### src/hdl/rgc_map.svh
// Register offsets, field positions, codes and reset values of the global config bank
`ifndef RGC_MAP_SVH
`define RGC_MAP_SVH
// Register offsets
`define RGC_OFS_SLEW 8'h0c
`define RGC_OFS_CTRL 8'h0d
`define RGC_OFS_EQ 8'h0e
`define RGC_OFS_LANE 8'h11
// Reset values
`define RGC_RST_SLEW 8'h71
`define RGC_RST_CTRL 8'h22
`define RGC_RST_EQ 8'h3f
`define RGC_RST_LANE 8'h5f
// Writable bit masks; zero bits are reserved
`define RGC_MASK_SLEW 8'h77
`define RGC_MASK_CTRL 8'hff
`define RGC_MASK_EQ 8'hff
`define RGC_MASK_LANE 8'hff
`define RGC_RD_ZERO 8'h00
// Slew register fields
`define RGC_HRSLEW_HI 6
`define RGC_HRSLEW_LO 4
`define RGC_CKSLEW_HI 2
`define RGC_CKSLEW_LO 0
// Control register fields
`define RGC_LINEAR_BIT 7
`define RGC_ACCOUPLE_BIT 6
`define RGC_DCG_HI 5
`define RGC_DCG_LO 4
`define RGC_AUTOTERM_BIT 3
`define RGC_BYPASS_BIT 2
`define RGC_TERM_HI 1
`define RGC_TERM_LO 0
// Equalizer register fields
`define RGC_BW_HI 7
`define RGC_BW_LO 6
`define RGC_EQ14_HI 5
`define RGC_EQ14_LO 4
`define RGC_EQ20_HI 3
`define RGC_EQ20_LO 2
`define RGC_EQ21_HI 1
`define RGC_EQ21_LO 0
// Lane enable register fields
`define RGC_SW20_HI 7
`define RGC_SW20_LO 6
`define RGC_SW14_HI 5
`define RGC_SW14_LO 4
`define RGC_LANEEN_HI 3
`define RGC_LANEEN_LO 0
// Two-bit codes shared by several fields
`define RGC_CODE0 2'h0
`define RGC_CODE1 2'h1
`define RGC_CODE2 2'h2
`define RGC_CODE3 2'h3
`endif

### src/hdl/rgc_pkg.sv
// Types of the global config register bank
package rgc_pkg;
  // Active link mode
  typedef enum logic [1:0] {RGC_LEGACY14, RGC_MODE20, RGC_FRL21} rgc_mode_t;
  // Snooped or programmed link rate
  typedef enum logic [2:0] {RGC_R3G, RGC_R6G, RGC_R8G, RGC_R10G, RGC_R12G} rgc_rate_t;
  // Equalizer variant chosen per lane
  typedef enum logic [1:0] {RGC_CTLE_3G, RGC_CTLE_6G, RGC_CTLE_12G} rgc_ctle_t;
  // TX termination outcome
  typedef enum logic [1:0] {RGC_TERM_NONE, RGC_TERM_300, RGC_TERM_100} rgc_term_t;
  // Limited-mode swing source
  typedef enum logic [2:0] {RGC_SW_PER_LANE, RGC_SW_NOMINAL, RGC_SW_MINUS5, RGC_SW_PLUS5,
    RGC_SW_MINUS10} rgc_swing_t;
endpackage

### src/hdl/rgc_if.sv
// Carrier between the register bank and its field decoder
interface rgc_if;
  logic [7:0] slew;
  logic [7:0] ctrl;
  logic [7:0] eq;
  logic [7:0] lane;
  rgc_pkg::rgc_mode_t mode;
  rgc_pkg::rgc_rate_t rate;
  logic legacy_auto_300;
  logic [3:0] lane_eq_zero;
  logic [2:0] data_slew;
  logic [2:0] clock_slew;
  rgc_pkg::rgc_term_t term;
  logic term50;
  rgc_pkg::rgc_ctle_t [3:0] ctle;
  logic [3:0] bypass;
  rgc_pkg::rgc_swing_t swing;
  modport regs (output slew, ctrl, eq, lane, mode, rate, legacy_auto_300, lane_eq_zero,
    input data_slew, clock_slew, term, term50, ctle, bypass, swing);
  modport dec (input slew, ctrl, eq, lane, mode, rate, legacy_auto_300, lane_eq_zero,
    output data_slew, clock_slew, term, term50, ctle, bypass, swing);
endinterface

### src/hdl/rgc_decode.sv
// Combinational decode of register fields into lane analog controls
`include "rgc_map.svh"
module rgc_decode (
  rgc_if.dec c
);
  logic [1:0] eq14;
  logic [1:0] eq20;
  logic [1:0] eq21;
  logic [1:0] term_code;
  logic frl_high;
  rgc_pkg::rgc_ctle_t auto_ctle;
  rgc_pkg::rgc_ctle_t data_ctle;
  rgc_pkg::rgc_ctle_t clk_ctle;

  assign eq14 = c.eq[`RGC_EQ14_HI:`RGC_EQ14_LO];
  assign eq20 = c.eq[`RGC_EQ20_HI:`RGC_EQ20_LO];
  assign eq21 = c.eq[`RGC_EQ21_HI:`RGC_EQ21_LO];
  assign term_code = c.ctrl[`RGC_TERM_HI:`RGC_TERM_LO];
  assign frl_high = (c.mode == rgc_pkg::RGC_FRL21) && (c.rate inside
    {rgc_pkg::RGC_R8G, rgc_pkg::RGC_R10G, rgc_pkg::RGC_R12G});

  // Slew: high-rate field only for fast links, clock field only before link mode 2.1
  assign c.data_slew = frl_high ? c.slew[`RGC_HRSLEW_HI:`RGC_HRSLEW_LO] : 3'h0;
  assign c.clock_slew = (c.mode != rgc_pkg::RGC_FRL21) ?
    c.slew[`RGC_CKSLEW_HI:`RGC_CKSLEW_LO] : c.data_slew;

  // Auto equalizer choice follows the rate, whether snooped or host written
  always_comb
  begin
    unique case (c.rate)
      rgc_pkg::RGC_R3G: auto_ctle = rgc_pkg::RGC_CTLE_3G;
      rgc_pkg::RGC_R6G: auto_ctle = rgc_pkg::RGC_CTLE_6G;
      default: auto_ctle = rgc_pkg::RGC_CTLE_12G;
    endcase
  end

  // Data lane equalizer per active mode
  always_comb
  begin
    logic [1:0] code;
    code = eq14;
    unique case (c.mode)
      rgc_pkg::RGC_LEGACY14: code = eq14;
      rgc_pkg::RGC_MODE20: code = eq20;
      rgc_pkg::RGC_FRL21: code = eq21;
      default: code = eq14;
    endcase
    unique case (code)
      `RGC_CODE0: data_ctle = rgc_pkg::RGC_CTLE_3G;
      `RGC_CODE1: data_ctle = rgc_pkg::RGC_CTLE_6G;
      `RGC_CODE2: data_ctle = auto_ctle;
      default: data_ctle = rgc_pkg::RGC_CTLE_12G;
    endcase
  end

  // Clock lane stays on the slowest equalizer except in the four-lane mode
  assign clk_ctle = (c.mode == rgc_pkg::RGC_FRL21) ? data_ctle : rgc_pkg::RGC_CTLE_3G;

  // Per lane equalizer and bypass; index 3 is the clock lane
  for (genvar i = 0; i < 4; i++)
  begin : g_lane
    assign c.ctle[i] = (i == 3) ? clk_ctle : data_ctle;
    assign c.bypass[i] = c.ctrl[`RGC_BYPASS_BIT] &&
      (c.ctrl[`RGC_DCG_HI:`RGC_DCG_LO] == `RGC_CODE2) && c.lane_eq_zero[i];
  end

  // Termination, with the auto code resolved by mode
  always_comb
  begin
    unique case (term_code)
      `RGC_CODE0: c.term = rgc_pkg::RGC_TERM_NONE;
      `RGC_CODE1: c.term = rgc_pkg::RGC_TERM_300;
      `RGC_CODE3: c.term = rgc_pkg::RGC_TERM_100;
      default:
        if (c.mode == rgc_pkg::RGC_LEGACY14)
          c.term = c.legacy_auto_300 ? rgc_pkg::RGC_TERM_300 : rgc_pkg::RGC_TERM_NONE;
        else if (c.mode == rgc_pkg::RGC_MODE20)
          c.term = rgc_pkg::RGC_TERM_300;
        else
          c.term = rgc_pkg::RGC_TERM_100;
    endcase
  end
  assign c.term50 = c.ctrl[`RGC_ACCOUPLE_BIT];

  // Swing preset; linear mode and the four-lane mode use per-lane fields
  always_comb
  begin
    logic [1:0] sw;
    sw = c.lane[`RGC_SW14_HI:`RGC_SW14_LO];
    if (c.mode == rgc_pkg::RGC_MODE20)
      sw = c.lane[`RGC_SW20_HI:`RGC_SW20_LO];
    unique case (sw)
      `RGC_CODE0: c.swing = rgc_pkg::RGC_SW_PER_LANE;
      `RGC_CODE1: c.swing = rgc_pkg::RGC_SW_NOMINAL;
      `RGC_CODE2: c.swing = rgc_pkg::RGC_SW_MINUS5;
      default: c.swing = (c.mode == rgc_pkg::RGC_MODE20) ?
        rgc_pkg::RGC_SW_PLUS5 : rgc_pkg::RGC_SW_MINUS10;
    endcase
    if (c.ctrl[`RGC_LINEAR_BIT] || c.mode == rgc_pkg::RGC_FRL21)
      c.swing = rgc_pkg::RGC_SW_PER_LANE;
  end
endmodule

### src/hdl/rgc_regs.sv
// Global configuration register bank with decoded lane controls
//
// What this block does
// - Offset 0x0C bits 6-4 set data slew at 8/10/12 Gbps in 2.1 mode, reset 7h.
// - Offset 0x0C bits 2-0 set clock slew in legacy and 2.0 modes, reset 1h.
// - Offset 0x0D bit 7 chooses limited (0) or linear (1) redriving, reset 0.
// - Offset 0x0D bit 6 chooses DC or AC coupling; AC adds 50 ohm pull-ups.
// - Offset 0x0D bits 5-4 set equalizer DC gain, reset 2h.
// - Offset 0x0D bits 1-0 pick termination: none, 300, auto, 100; reset 2h.
// - Legacy auto termination: bit 3 clear follows clock rate, set forces 300 ohm.
// - Equalizer bypassed only with bypass bit, gain code 2h and lane EQ zero.
// - Offset 0x0E bits 7-6 set equalizer bandwidth, reset 0h.
// - Offset 0x0E bits 5-4 pick legacy data equalizer; clock lane fixed at 3G.
// - Offset 0x0E bits 3-2 pick 2.0 data equalizer; clock lane fixed at 3G.
// - Offset 0x0E bits 1-0 pick equalizer of all lanes in 2.1 mode.
// - Offset 0x11 bits 7-6 pick limited swing preset in 2.0 mode.
// - Offset 0x11 bits 5-4 pick limited swing preset in legacy mode.
// - Offset 0x11 bits 3-0 enable clock lane and data lanes 0-2, reset on.
// - Without snooping the host supplies the rate used by auto equalizer selection.
`include "rgc_map.svh"
module rgc_regs #(
  parameter int NUM_LANES = 4
) (
  // Clock and reset
  input wire logic clock_i,
  input wire logic reset_n_i,
  // Management register port
  input wire logic wr_en_i,
  input wire logic rd_en_i,
  input wire logic [7:0] addr_i,
  input wire logic [7:0] wdata_i,
  output logic [7:0] rdata_o,
  output logic rvalid_o,
  // Link state from detection or host programming
  input wire rgc_pkg::rgc_mode_t link_mode_i,
  input wire rgc_pkg::rgc_rate_t link_rate_i,
  input wire logic legacy_clk_le_165_i,
  input wire logic legacy_clk_gt_225_i,
  input wire logic [3:0] lane_eq_zero_i,
  // Lane analog controls
  output logic [2:0] data_slew_o,
  output logic [2:0] clock_slew_o,
  output logic linear_mode_o,
  output logic tx_term50_o,
  output rgc_pkg::rgc_term_t tx_term_o,
  output logic [1:0] eq_dc_gain_o,
  output logic [1:0] eq_bandwidth_o,
  output rgc_pkg::rgc_ctle_t [3:0] lane_ctle_o,
  output logic [3:0] lane_bypass_o,
  output rgc_pkg::rgc_swing_t swing_preset_o,
  output logic [3:0] lane_enable_o
);

  // The lane enable field has exactly one bit per lane
  if (NUM_LANES != 4)
  begin : g_bad_lanes
    $error("rgc_regs supports exactly four lanes");
  end

  logic [7:0] slew_ctrl_high_rate_q;
  logic [7:0] global_ctrl_term_gain_q;
  logic [7:0] global_equalizer_ctrl_q;
  logic [7:0] lane_enable_swing_q;
  logic legacy_auto_300_q;
  logic legacy_auto_300_d;
  logic [7:0] rdata_d;

  rgc_if c ();

  // Slew register; reserved bits 7 and 3 never store
  always_ff @(posedge clock_i or negedge reset_n_i)
  begin
    if (!reset_n_i)
      slew_ctrl_high_rate_q <= `RGC_RST_SLEW;
    else if (wr_en_i && addr_i == `RGC_OFS_SLEW)
      slew_ctrl_high_rate_q <= wdata_i & `RGC_MASK_SLEW;
  end

  // Coupling, gain, termination and bypass register
  always_ff @(posedge clock_i or negedge reset_n_i)
  begin
    if (!reset_n_i)
      global_ctrl_term_gain_q <= `RGC_RST_CTRL;
    else if (wr_en_i && addr_i == `RGC_OFS_CTRL)
      global_ctrl_term_gain_q <= wdata_i & `RGC_MASK_CTRL;
  end

  // Equalizer bandwidth and per-mode selection register
  always_ff @(posedge clock_i or negedge reset_n_i)
  begin
    if (!reset_n_i)
      global_equalizer_ctrl_q <= `RGC_RST_EQ;
    else if (wr_en_i && addr_i == `RGC_OFS_EQ)
      global_equalizer_ctrl_q <= wdata_i & `RGC_MASK_EQ;
  end

  // Swing presets and lane enables register
  always_ff @(posedge clock_i or negedge reset_n_i)
  begin
    if (!reset_n_i)
      lane_enable_swing_q <= `RGC_RST_LANE;
    else if (wr_en_i && addr_i == `RGC_OFS_LANE)
      lane_enable_swing_q <= wdata_i & `RGC_MASK_LANE;
  end

  // Legacy auto termination state; between 165 and 225 MHz the last choice holds,
  // which keeps the termination from chattering around a single threshold
  always_comb
  begin
    legacy_auto_300_d = legacy_auto_300_q;
    if (global_ctrl_term_gain_q[`RGC_AUTOTERM_BIT])
      legacy_auto_300_d = 1'b1;
    else if (legacy_clk_le_165_i)
      legacy_auto_300_d = 1'b0;
    else if (legacy_clk_gt_225_i)
      legacy_auto_300_d = 1'b1;
  end

  always_ff @(posedge clock_i or negedge reset_n_i)
  begin
    if (!reset_n_i)
      legacy_auto_300_q <= 1'b0;
    else
      legacy_auto_300_q <= legacy_auto_300_d;
  end

  // Feed the decoder
  assign c.slew = slew_ctrl_high_rate_q;
  assign c.ctrl = global_ctrl_term_gain_q;
  assign c.eq = global_equalizer_ctrl_q;
  assign c.lane = lane_enable_swing_q;
  assign c.mode = link_mode_i;
  assign c.rate = link_rate_i;
  assign c.legacy_auto_300 = legacy_auto_300_d;
  assign c.lane_eq_zero = lane_eq_zero_i;

  rgc_decode u_decode (
    .c (c)
  );

  // Read mux; unmapped offsets answer zero
  always_comb
  begin
    unique case (addr_i)
      `RGC_OFS_SLEW: rdata_d = slew_ctrl_high_rate_q;
      `RGC_OFS_CTRL: rdata_d = global_ctrl_term_gain_q;
      `RGC_OFS_EQ: rdata_d = global_equalizer_ctrl_q;
      `RGC_OFS_LANE: rdata_d = lane_enable_swing_q;
      default: rdata_d = `RGC_RD_ZERO;
    endcase
  end

  // Read data is captured once per read and then held
  always_ff @(posedge clock_i or negedge reset_n_i)
  begin
    if (!reset_n_i)
    begin
      rdata_o <= `RGC_RD_ZERO;
      rvalid_o <= 1'b0;
    end
    else
    begin
      rvalid_o <= rd_en_i;
      if (rd_en_i)
        rdata_o <= rdata_d;
    end
  end

  // Slew outputs follow the active mode and rate
  always_ff @(posedge clock_i or negedge reset_n_i)
  begin
    if (!reset_n_i)
    begin
      data_slew_o <= 3'h0;
      clock_slew_o <= 3'h0;
    end
    else
    begin
      data_slew_o <= c.data_slew;
      clock_slew_o <= c.clock_slew;
    end
  end

  // Redriver type, coupling and termination
  always_ff @(posedge clock_i or negedge reset_n_i)
  begin
    if (!reset_n_i)
    begin
      linear_mode_o <= 1'b0;
      tx_term50_o <= 1'b0;
      tx_term_o <= rgc_pkg::RGC_TERM_NONE;
    end
    else
    begin
      linear_mode_o <= global_ctrl_term_gain_q[`RGC_LINEAR_BIT];
      tx_term50_o <= c.term50;
      tx_term_o <= c.term;
    end
  end

  // Equalizer gain, bandwidth, per-lane variant and bypass
  always_ff @(posedge clock_i or negedge reset_n_i)
  begin
    if (!reset_n_i)
    begin
      eq_dc_gain_o <= `RGC_CODE2;
      eq_bandwidth_o <= `RGC_CODE0;
      lane_ctle_o <= {4{rgc_pkg::RGC_CTLE_3G}};
      lane_bypass_o <= 4'h0;
    end
    else
    begin
      eq_dc_gain_o <= global_ctrl_term_gain_q[`RGC_DCG_HI:`RGC_DCG_LO];
      eq_bandwidth_o <= global_equalizer_ctrl_q[`RGC_BW_HI:`RGC_BW_LO];
      lane_ctle_o <= c.ctle;
      lane_bypass_o <= c.bypass;
    end
  end

  // Swing preset and lane enables
  always_ff @(posedge clock_i or negedge reset_n_i)
  begin
    if (!reset_n_i)
    begin
      swing_preset_o <= rgc_pkg::RGC_SW_PER_LANE;
      lane_enable_o <= 4'h0;
    end
    else
    begin
      swing_preset_o <= c.swing;
      lane_enable_o <= lane_enable_swing_q[`RGC_LANEEN_HI:`RGC_LANEEN_LO];
    end
  end

endmodule

### config.mk
export PLATFORM = sky130hd
export DESIGN_NAME = rgc_regs
export DESIGN_NICKNAME = d
export VERILOG_FILES = /design/src/hdl/rgc_pkg.sv /design/src/hdl/rgc_if.sv /design/src/hdl/rgc_decode.sv /design/src/hdl/rgc_regs.sv
export VERILOG_INCLUDE_DIRS = /design/src /design/src/hdl
export SDC_FILE = /design/constraint.sdc
export NUM_CORES = 1
export LEC_CHECK = 0
export ABC_AREA = 1
export BUFFER_PORTS_ARGS = -buffer_cell sky130_fd_sc_hd__buf_4
export CAP_MARGIN = 40
export CORE_ASPECT_RATIO = 0.9
export CORE_UTILIZATION = 45
export DETAILED_ROUTE_END_ITERATION = 8
export PLACE_DENSITY = 0.71
export SYNTH_ARGS = -nofsm -noshare
export SYNTH_HDL_FRONTEND = slang
export SYNTH_SLANG_ARGS = --single-unit
### constraint.sdc
create_clock -name clock_i -period 1.06 [get_ports clock_i]
set_input_delay 0.106 -clock clock_i [delete_from_list [all_inputs] [get_ports clock_i]]
set_output_delay 0.106 -clock clock_i [all_outputs]
set_load 0.03 [all_outputs]
; After elaboration in Yosys (flattened, before gate mapping)
; Cells that the tools add are included.
[word_totals]
inputBits = 31
word_cells = 72
out_inout_bits = 42
regBits = 69
[op_classes]
n_reduce_logical = 17
mux = 18
n_eq_ne = 18
[ops]
columns = cell, n
row1 = 8-bit one-hot mux with 4 select lines, 1
row2 = 8-bit by 4-bit equality test with 1-bit output (second input constant), 3
row3 = 3-bit 2-to-1 mux, 4
row4 = 2-bit one-hot mux with 3 select lines, 2
row5 = 2-bit equality test (second input constant), 5
row6 = 1-bit logical AND, 10
row7 = 3-bit one-hot mux with 3 select lines, 1
row8 = 2-bit by 1-bit equality test with 1-bit output (second input constant), 4
row9 = 8-bit by 5-bit equality test with 1-bit output (second input constant), 1
row10 = 2-bit zero test, 4
row11 = 2-bit 2-to-1 mux, 4
row12 = 2-bit one-hot mux with 2 select lines, 2
row13 = 3-bit by 2-bit equality test with 1-bit output (second input constant), 2
row14 = 1-bit 2-to-1 mux, 4
row15 = 3-bit by 1-bit equality test with 1-bit output (second input constant), 1
row16 = 3-bit equality test (second input constant), 1
row17 = 3-bit zero test, 1
row18 = 3-bit nonzero test, 1
row19 = 2-bit != test (second input constant), 1
row20 = 1-bit logical OR, 1

; Longest topological paths before layout
; Gate-level depths: netlist of the first run.
[logic_depth]
ltp_word = 6
depth_mapped = 10
depth_no_buf = 10

; Modules after synthesis
; Synthesis of the first run repeated with hierarchy kept, for this count alone.
[hier_totals]
hier_cells = 333
hier_area_um2 = 3270.6
[by_module_without_submodules]
columns = module, seq_area_each_um2, n_inst, area_per_inst_um2, cells_each
row1 = rgc_regs, 1850.5, 1, 2867.8, 251
row2 = rgc_decode, 0.0, 1, 402.9, 82

; Least setup slack after synthesis of the first run
; Ideal clock, no wire load.
[synth_path]
kind = input -> register
startpoint = in link_mode_i[0]
endpoint = reg lane_ctle_o[6] (netlist bit)
path_stages = 7
arrival_time_ns = 1.045
path_slack_ns = -0.104
setup_ns = 0.120
t_required_ns = 0.940
path_buffers = 0
path_cell_list = inv_1 -> ha_1 -> or2_2 -> nand3_1 -> nor2_1 -> nor2_1 -> nor2_1
[synth_lines]
columns = item, line
row1 = "start, declared", rgc_regs.sv:35  ; input wire rgc_pkg::rgc_mode_t link_mode_i,
row2 = "end signal, assigned", rgc_regs.sv:208  ; lane_ctle_o <= {4{rgc_pkg::RGC_CTLE_3G}};
row3 = "end signal, assigned", rgc_regs.sv:215  ; lane_ctle_o <= c.ctle;
row4 = "end, declared", rgc_regs.sv:48  ; output rgc_pkg::rgc_ctle_t [3:0] lane_ctle_o,

==> key figures, run 1 <==
Outcome
  – Status: finished, violations left
  – Failing checks: setup timing

STA
  – Post-route minimum period: between 1 and 1.5 ns
  – Final setup vio count: 5
  – RSZ-0062 raised after global routing: true
  – Final WS setup: -0.135 ns
  – Slew Limit Headroom: 82.1%
  – Worst-margin pin slew: between 0.2 and 0.3 ns
  – Hold Fails Final Rpt: 0
  – Crit share post-route: 113%
  – Max Transition Viols Final: 0
  – Worst Clk Skew: approximately 0.0086 ns
  – Max Freq: ~840 MHz

Global routing
  – Global Route met1 Usage: between 20% and 30%
  – First-pass GRT wire length: roughly 12,000 µm
  – Initial antenna violation count: 0
  – M2 GR Usage: approximately 36%
  – Gr ovfl total: 0
  – Vias in the first global route: around 2,600
  – Largest net degree at the start of global routing: 27
  – Gr usage total: between 20% and 30%
  – GRT busiest layer: met2
  – Met3 GRT Util: slightly above 5%

Synth
  – Largest family of logic cells by synthesized area: simple AND/OR/NAND/NOR gates
  – Post-synth top area share: 40.1%
  – Simple-Gate Fraction of Synth Area: a little over a quarter
  – Mean area per synthesized cell: roughly 9.5 µm²
  – Async set-reset flop share out of synthesis: 100%
  – Multiplexer share of the synthesized area: 0%
  – Main synth FF type: dfrtp_1
  – Post-synth EDFFs: 0
  – Synth area leaders: dfrtp_1 40%, dfstp_2 16%, nand2_1 10%, nand3_1 6.3%, inv_1 4.2%
  – Syn_nets: about 360
  – Synth cell types: 25
  – Post-Synth XOR/XNOR Area: 0%
  – Synth area leader: dfrtp_1
  – Synth cell count leaders: 86 x nand2_1, 50 x dfrtp_1, 39 x nand3_1
  – Ys Warns: 0
  – Mapped Area: ~3100 µm²
  – Complex-gate fraction of the synthesized area: 8.51%
  – Synth Register Bits: slightly below 70
  – Top-count cell post-synth: nand2_1
  – Adder-Cell Fraction of Synth Area: ~1.2%
  – Synth Instances: roughly 330
  – Seq/Total Area, Yosys: a little under three fifths

Power
  – Combinational power share: 15.0%
  – Internal: approximately 4.3 mW
  – Switch share: 27.3%
  – Psw: roughly 1.6 mW
  – Max VDD drop: 671 µV
  – Overall power: approximately 6 mW
  – P per Cell Area: between 1000 and 1500 nW/µm²
  – Clock group share of total power: a little over a third
  – Leak: 2.34 nW
  – Sequential Power Share: 49.3%

Die
  – Starting Density: between 40% and 50%
  – Die Y: between 80 and 90 µm
  – Core ar.: approximately 6600 µm²
  – DIE AREA: 7270 µm²
  – Cell row count: 28
  – Die width: 89.7 µm
  – IO Pins: 73

Cells and area
  – Antenna fix cells: 0
  – Final net count: between 400 and 500
  – Layout cells sized above 1: around two fifths
  – Layout Utilization: 65.3%
  – Non-Filler Instances: ~540
  – Area Overhead vs Synth: 38.6%

Detailed routing
  – Final wirelength: 7210 µm
  – Routed len/inst: approximately 13 µm
  – Antenna viol nets, final: 0
  – DR DRC count: 0
  – Pre-antenna DRT Iters: 4
  – DR vias: around 2,600
  – Via/cell ratio: 4.83
  – 1st-iter DRT viols: 142

Setup path
  – Critical path's largest stage delay: roughly 0.54 ns
  – Critical Path Sink Type: flip-flop
  – Reg-to-reg startpoint: c.eq[4]
  – Crit-path cells: inv_1 -> o211ai_1 -> nor2_1 -> nor2_2 -> nor2_1
  – CP delay by family, top: flip-flops
  – Slowest cell on crit path: dfstp_2
  – Crit path DAT: 1.42 ns
  – Crit path max fanout: 3
  – Crit path from: c.eq[4]
  – WS Path Type: reg2reg
  – Buffers & Inverters on Critical Path: 1
  – CP Launch Type: flip-flop
  – WP data required: about 1.3 ns
  – Crit path top cell by count: nor2_1

Clocking
  – Setup Buffers After CTS: 0
  – Num CTS Buffers: 9
  – Max Root-Sink Buffers: 2
  – Root buffer cell: clkbuf_8
  – Clk_lat worst skew: 0.34 ns
  – CTS Sinks: just under 70
  – Clock Pin Slew Worst Setup and Hold Paths: 0.08 ns
  – H-tree levels: 3
  – TritonCTS clock tree: done

Worst hold path
  – Hold crit path type: in2reg
  – HP Start: wdata_i[6]

Place
  – # placed instances: around 520
  – Number of port buffers: 72
  – GP Congestion: about 0.92
  – Hpwl dp: around 5500 µm
  – Pre-CTS WS: -0.225 ns

Flow run
  – # Max-Cap Violations: 0
-- layout make-up --
cell class | count | area (µm²)
Fill cell | 535 | 2300
Sequential cell | 69 | 1750
Multi-Input combinational cell | 214 | 1190
Timing Repair Buffer | 117 | 935
Inverter | 37 | 139
Clock buffer | 10 | 128
Tap cell | 90 | 113
Clock inverter | 6 | 63.8
-- worst min-delay path, delay by kind of cell --
kind / cells / cell delay [ns]
compound gates: 1 / 0.08
buf+inv: 2 / 0.25
-- power groups by stage --
stage	Clock [mW]	Sequential (mW)	Combinational (mW)
after floorplan	0	3.02	0.322
after global placement	0	2.93	0.814
after detailed placement	0	2.93	0.830
after CTS	2.11	2.88	0.879
after global routing	2.20	2.90	0.955
final	2.09	2.88	0.879
-- flip-flops by register name, indices dropped and copies added, names as in the netlist, 2 cells and up --
register	flops
c.ctrl	8
c.eq	8
c.lane	8
c.slew	6
clock_slew_o	3
data_slew_o	3
eq_bandwidth_o	2
eq_dc_gain_o	2
lane_bypass_o	4
lane_ctle_o	4
lane_enable_o	4
rdata_o	8
swing_preset_o	3
tx_term_o	2
-- path summary, 6_finish.rpt --
| check | slack, ns | endpoint | depth (start not counted) |
|---|---|---|---|
| hold reg to reg | 0.39 | eq_dc_gain_o[1] | 0 |
| hold / removal | 0.08 | c.lane[6] | 3 |
| setup / recovery | -0.13 | lane_ctle_o[6] | 5 |
| setup reg to reg | -0.13 | lane_ctle_o[6] | 5 |
| min in group asynchronous | 0.18 | clock_slew_o[1] | 2 |
| max in group asynchronous | 0.35 | c.eq[2] | 3 |
-- through the flow --
stage / hold slack, ns / instance area, µm² / TNS (ns)
detailed placement: -0.000876 / 3990 / -4.12
finish: 0.0813 / 4320 / -0.393
CTS: 0.0506 / 4310 / -0.347
global route: 0.0764 / 4320 / -0.854
global placement: -0.00116 / 3990 / -3.16
floorplan: -0.190 / 3130 / -0.0758
-- cells by family after synthesis --
family          after synthesis
compound gates               44
fa+ha+maj                     3
buf+inv                      46
flops                        69
simple gates                167
-- routing by layer --
metal  wire length (µm)  vias to the layer above
li1                   -                     1282
met1               3390                     1249
met2               3410                       78
met3                325                       11
met4                 92                        0
met5                  0                        -
-- layout by cell type, fill, tap and decap left out, types with 5 or more instances in the layout --
master         Yosys  layout
buf_4              5     103
clkbuf_8           0       9
dfrtp_1           50      50
dfstp_2           19      19
dlygate4sd3_1      0      11
inv_1             35      33
nand2_1           86      84
nand2_2            4       6
nand2_4            6       6
nand3_1           39      38
nor2_1            18      17
nor2_8             5       5
o21a_1             8       8
o21ai_0           12       9
o21ai_1           14      16
o21ai_2            6       7
-- repair_timing --
action,in CTS,in global routing
endpoints found under the setup margin,6,9
pin swaps,4,1
hold buffers,11,0
hold endpoints to repair,68,0
gates resized for setup,7,5
(Power assumes the default switching activity.)
==> run 2: changes to the inputs <==
CORE_ASPECT_RATIO = 1.2   (was 0.9)
==> run 2 against run 1 <==
The flow still finishes with violations (setup timing); clock power increased by 14%; die area about the same; cell area increased by 0.84%; hold slack got worse by 0.068 ns; first-iteration DRC count decreased by 42%; highest routed layer unchanged.
==> key figures, run 2 (same netlist as run 1, synthesis figures left out) <==
Cells and area
  – Final net count: 479 (-0.62%)
  – Most frequent cells in the layout: 96 x buf_4, 85 x nand2_1, 50 x dfrtp_1, 38 x nand3_1, 33 x inv_1
  – Final instance area: 4360 µm² (+0.84%)
  – Layout cells sized above 1: 39.3% (-0.18 points)
  – Area Overhead vs Synth: 39.8%
  – Commonest non-fill, non-tap cell in the layout: buf_4
  – Antenna fix cells: 0 (unchanged)

Setup path
  – Crit-path cells: nand2_1 -> nand3_2 -> nand2_2 -> nand2_1 -> inv_1 -> nor2_2 -> nor2_1
  – Worst-case reg-to-reg path depth: 7 (+2)
  – Slowest cell on crit path: dfstp_2
  – Critical path's largest stage delay: 0.54 ns (about the same)
  – Crit path max fanout: 2 (-1)
  – Worst R2R Setup Slack: -0.1 ns (+0.04 ns)
  – Crit path from: c.eq[3]
  – Crit path DAT: 1.40 ns (-0.02 ns)
  – CP Launch Type: flip-flop
  – Critical Path Sink Type: flip-flop
  – WS Path Type: reg2reg
  – Reg-to-reg startpoint: c.eq[3]
  – Crit path top cell by count: nand2_1
  – WP data required: 1.30 ns (+0.02 ns)

Detailed routing
  – DR vias: 2,605 (-0.57%)
  – Routed len/inst: 13.9 µm (+4.8%)
  – Final wirelength: 7450 µm (+3.3%)
  – DR DRC count: 0 (unchanged)
  – Antenna viol nets, final: 0 (unchanged)
  – 1st-iter DRT viols: 82 (-42%)
  – Pre-antenna DRT Iters: 4 (unchanged)
  – Via/cell ratio: 4.87 (+0.91%)

Die
  – Cell row count: 32 (+14%)
  – DIE AREA: 7270 µm² (about the same)
  – IO Pins: 73 (unchanged)
  – Starting Density: 47.5% (+0.39 points)
  – Die Y: 93.2 µm (+15%)
  – Die width: 78.0 µm (-13%)
  – Core ar.: 6570 µm² (-0.83%)

STA
  – Slew Limit Headroom: 79.0% (-3.1 points)
  – Final WS setup: -0.0992 ns (+0.0356 ns)
  – Final setup vio count: 5 (unchanged)
  – Max Freq: 863 MHz (+3.1%)
  – Hold Fails Final Rpt: 0 (unchanged)
  – RSZ-0062 raised after global routing: true
  – Worst Clk Skew: 0.00921 ns (+0.000593 ns)
  – Crit share post-route: 109% (-3.4 points)
  – Worst-margin pin slew: 0.314 ns (+0.0459 ns)
  – Hold_ws: 0.0133 ns (-0.0679 ns)
  – Post-route minimum period: 1.16 ns (-0.0356 ns)
  – Max Transition Viols Final: 0 (unchanged)

Global routing
  – Vias in the first global route: 2,483 (-4.2%)
  – Largest net degree at the start of global routing: 29 (+7.4%)
  – Initial antenna violation count: 0 (unchanged)
  – Gr usage total: 22.4% (+0.34 points)
  – First-pass GRT wire length: 12,000 µm (-2.2%)
  – Gr ovfl total: 0 (unchanged)

Clocking
  – Root buffer cell: clkbuf_8
  – Clk_lat worst skew: 0.35 ns (about the same)
  – TritonCTS clock tree: done
  – Max Root-Sink Buffers: 2 (unchanged)
  – Clock Pin Slew Worst Setup and Hold Paths: 0.07 ns (about the same)
  – Setup Buffers After CTS: 0 (unchanged)
  – H-tree levels: 3 (unchanged)
  – CTS Sinks: 69 (unchanged)
  – Num CTS Buffers: 9 (unchanged)

Place
  – DP Area: 3990 µm² (about the same)
  – Number of port buffers: 72 (unchanged)
  – Pre-CTS WS: -0.200 ns (+0.0242 ns)
  – Hpwl dp: 5530 µm (+1.3%)
  – GP Congestion: 0.834 (-9.3%)

Worst hold path
  – Hold crit path type: in2reg
  – HP Start: wdata_i[4]
  – Hold depth: 3 (unchanged)

Outcome
  – Status: finished, violations left
  – Failing checks: setup timing

Power
  – Leak: 2.35 nW (+0.52%)
  – Max VDD drop: 901 µV (+34%)
  – P per Cell Area: 1410 nW/µm² (+4.4%)

Flow run
  – # Max-Cap Violations: 0 (unchanged)
## run 2: final timing paths
check / endpoint
worst max-delay path: lane_ctle_o[6]
worst min-delay path: c.eq[4]
worst max register to register: lane_ctle_o[6]
worst min register to register: eq_dc_gain_o[1]
max in group asynchronous: c.slew[5]
min in group asynchronous: swing_preset_o[1]
## run 2: timing repair
item	in CTS	in global routing
endpoints found under the setup margin	6	9
hold endpoints to repair	68	0
gates resized for setup	7	5
pin swaps	4	2
hold buffers	10	0
## run 2: routing by layer
metal  part of all wire (%)  global-route usage (%)  up-vias  wire length, µm
met5                      0                       0        -                0
met4                    3.1                    11.4        0              228
met3                    5.6                    5.66       16              417
met2                     48                    34.0       79             3590
met1                     43                    29.7     1225             3210
li1                       -                       -     1285                -
## run 2: area by class of cell
type	instances	area [µm²]
inverters	37	139
fillers	553	2210
repair buffers	114	946
well taps	85	106
clock inverters	6	86.3
clock buffers	10	138
flip-flops and latches	69	1750
multi-input cells	214	1190
## run 2: worst max-delay path, delay by kind of cell (launching register included)
kind	cells	cell delay, ns
AND/OR/NAND/NOR	6	0.47
buffers and inverters	1	0.05
flip-flops	1	0.54
## run 2: power by group
group,switching (mW),internal (mW)
clock network,0.993,1.38
logic,0.503,0.391
registers,0.0963,2.80
total,1.59,4.57
## run 2: stage by stage
step | utilization [%] | TNS [ns] | std cells | power [mW]
after floorplan | - | -0.0758 | 329 | 3.34
after global placement | 60.8 | -1.86 | 509 | 3.76
after detailed placement | 60.8 | -2.65 | 509 | 3.77
after CTS | 66.0 | -0.254 | 535 | 6.18
after global routing | 66.4 | -0.851 | 535 | 6.42
final | 66.4 | -0.297 | 535 | 6.16
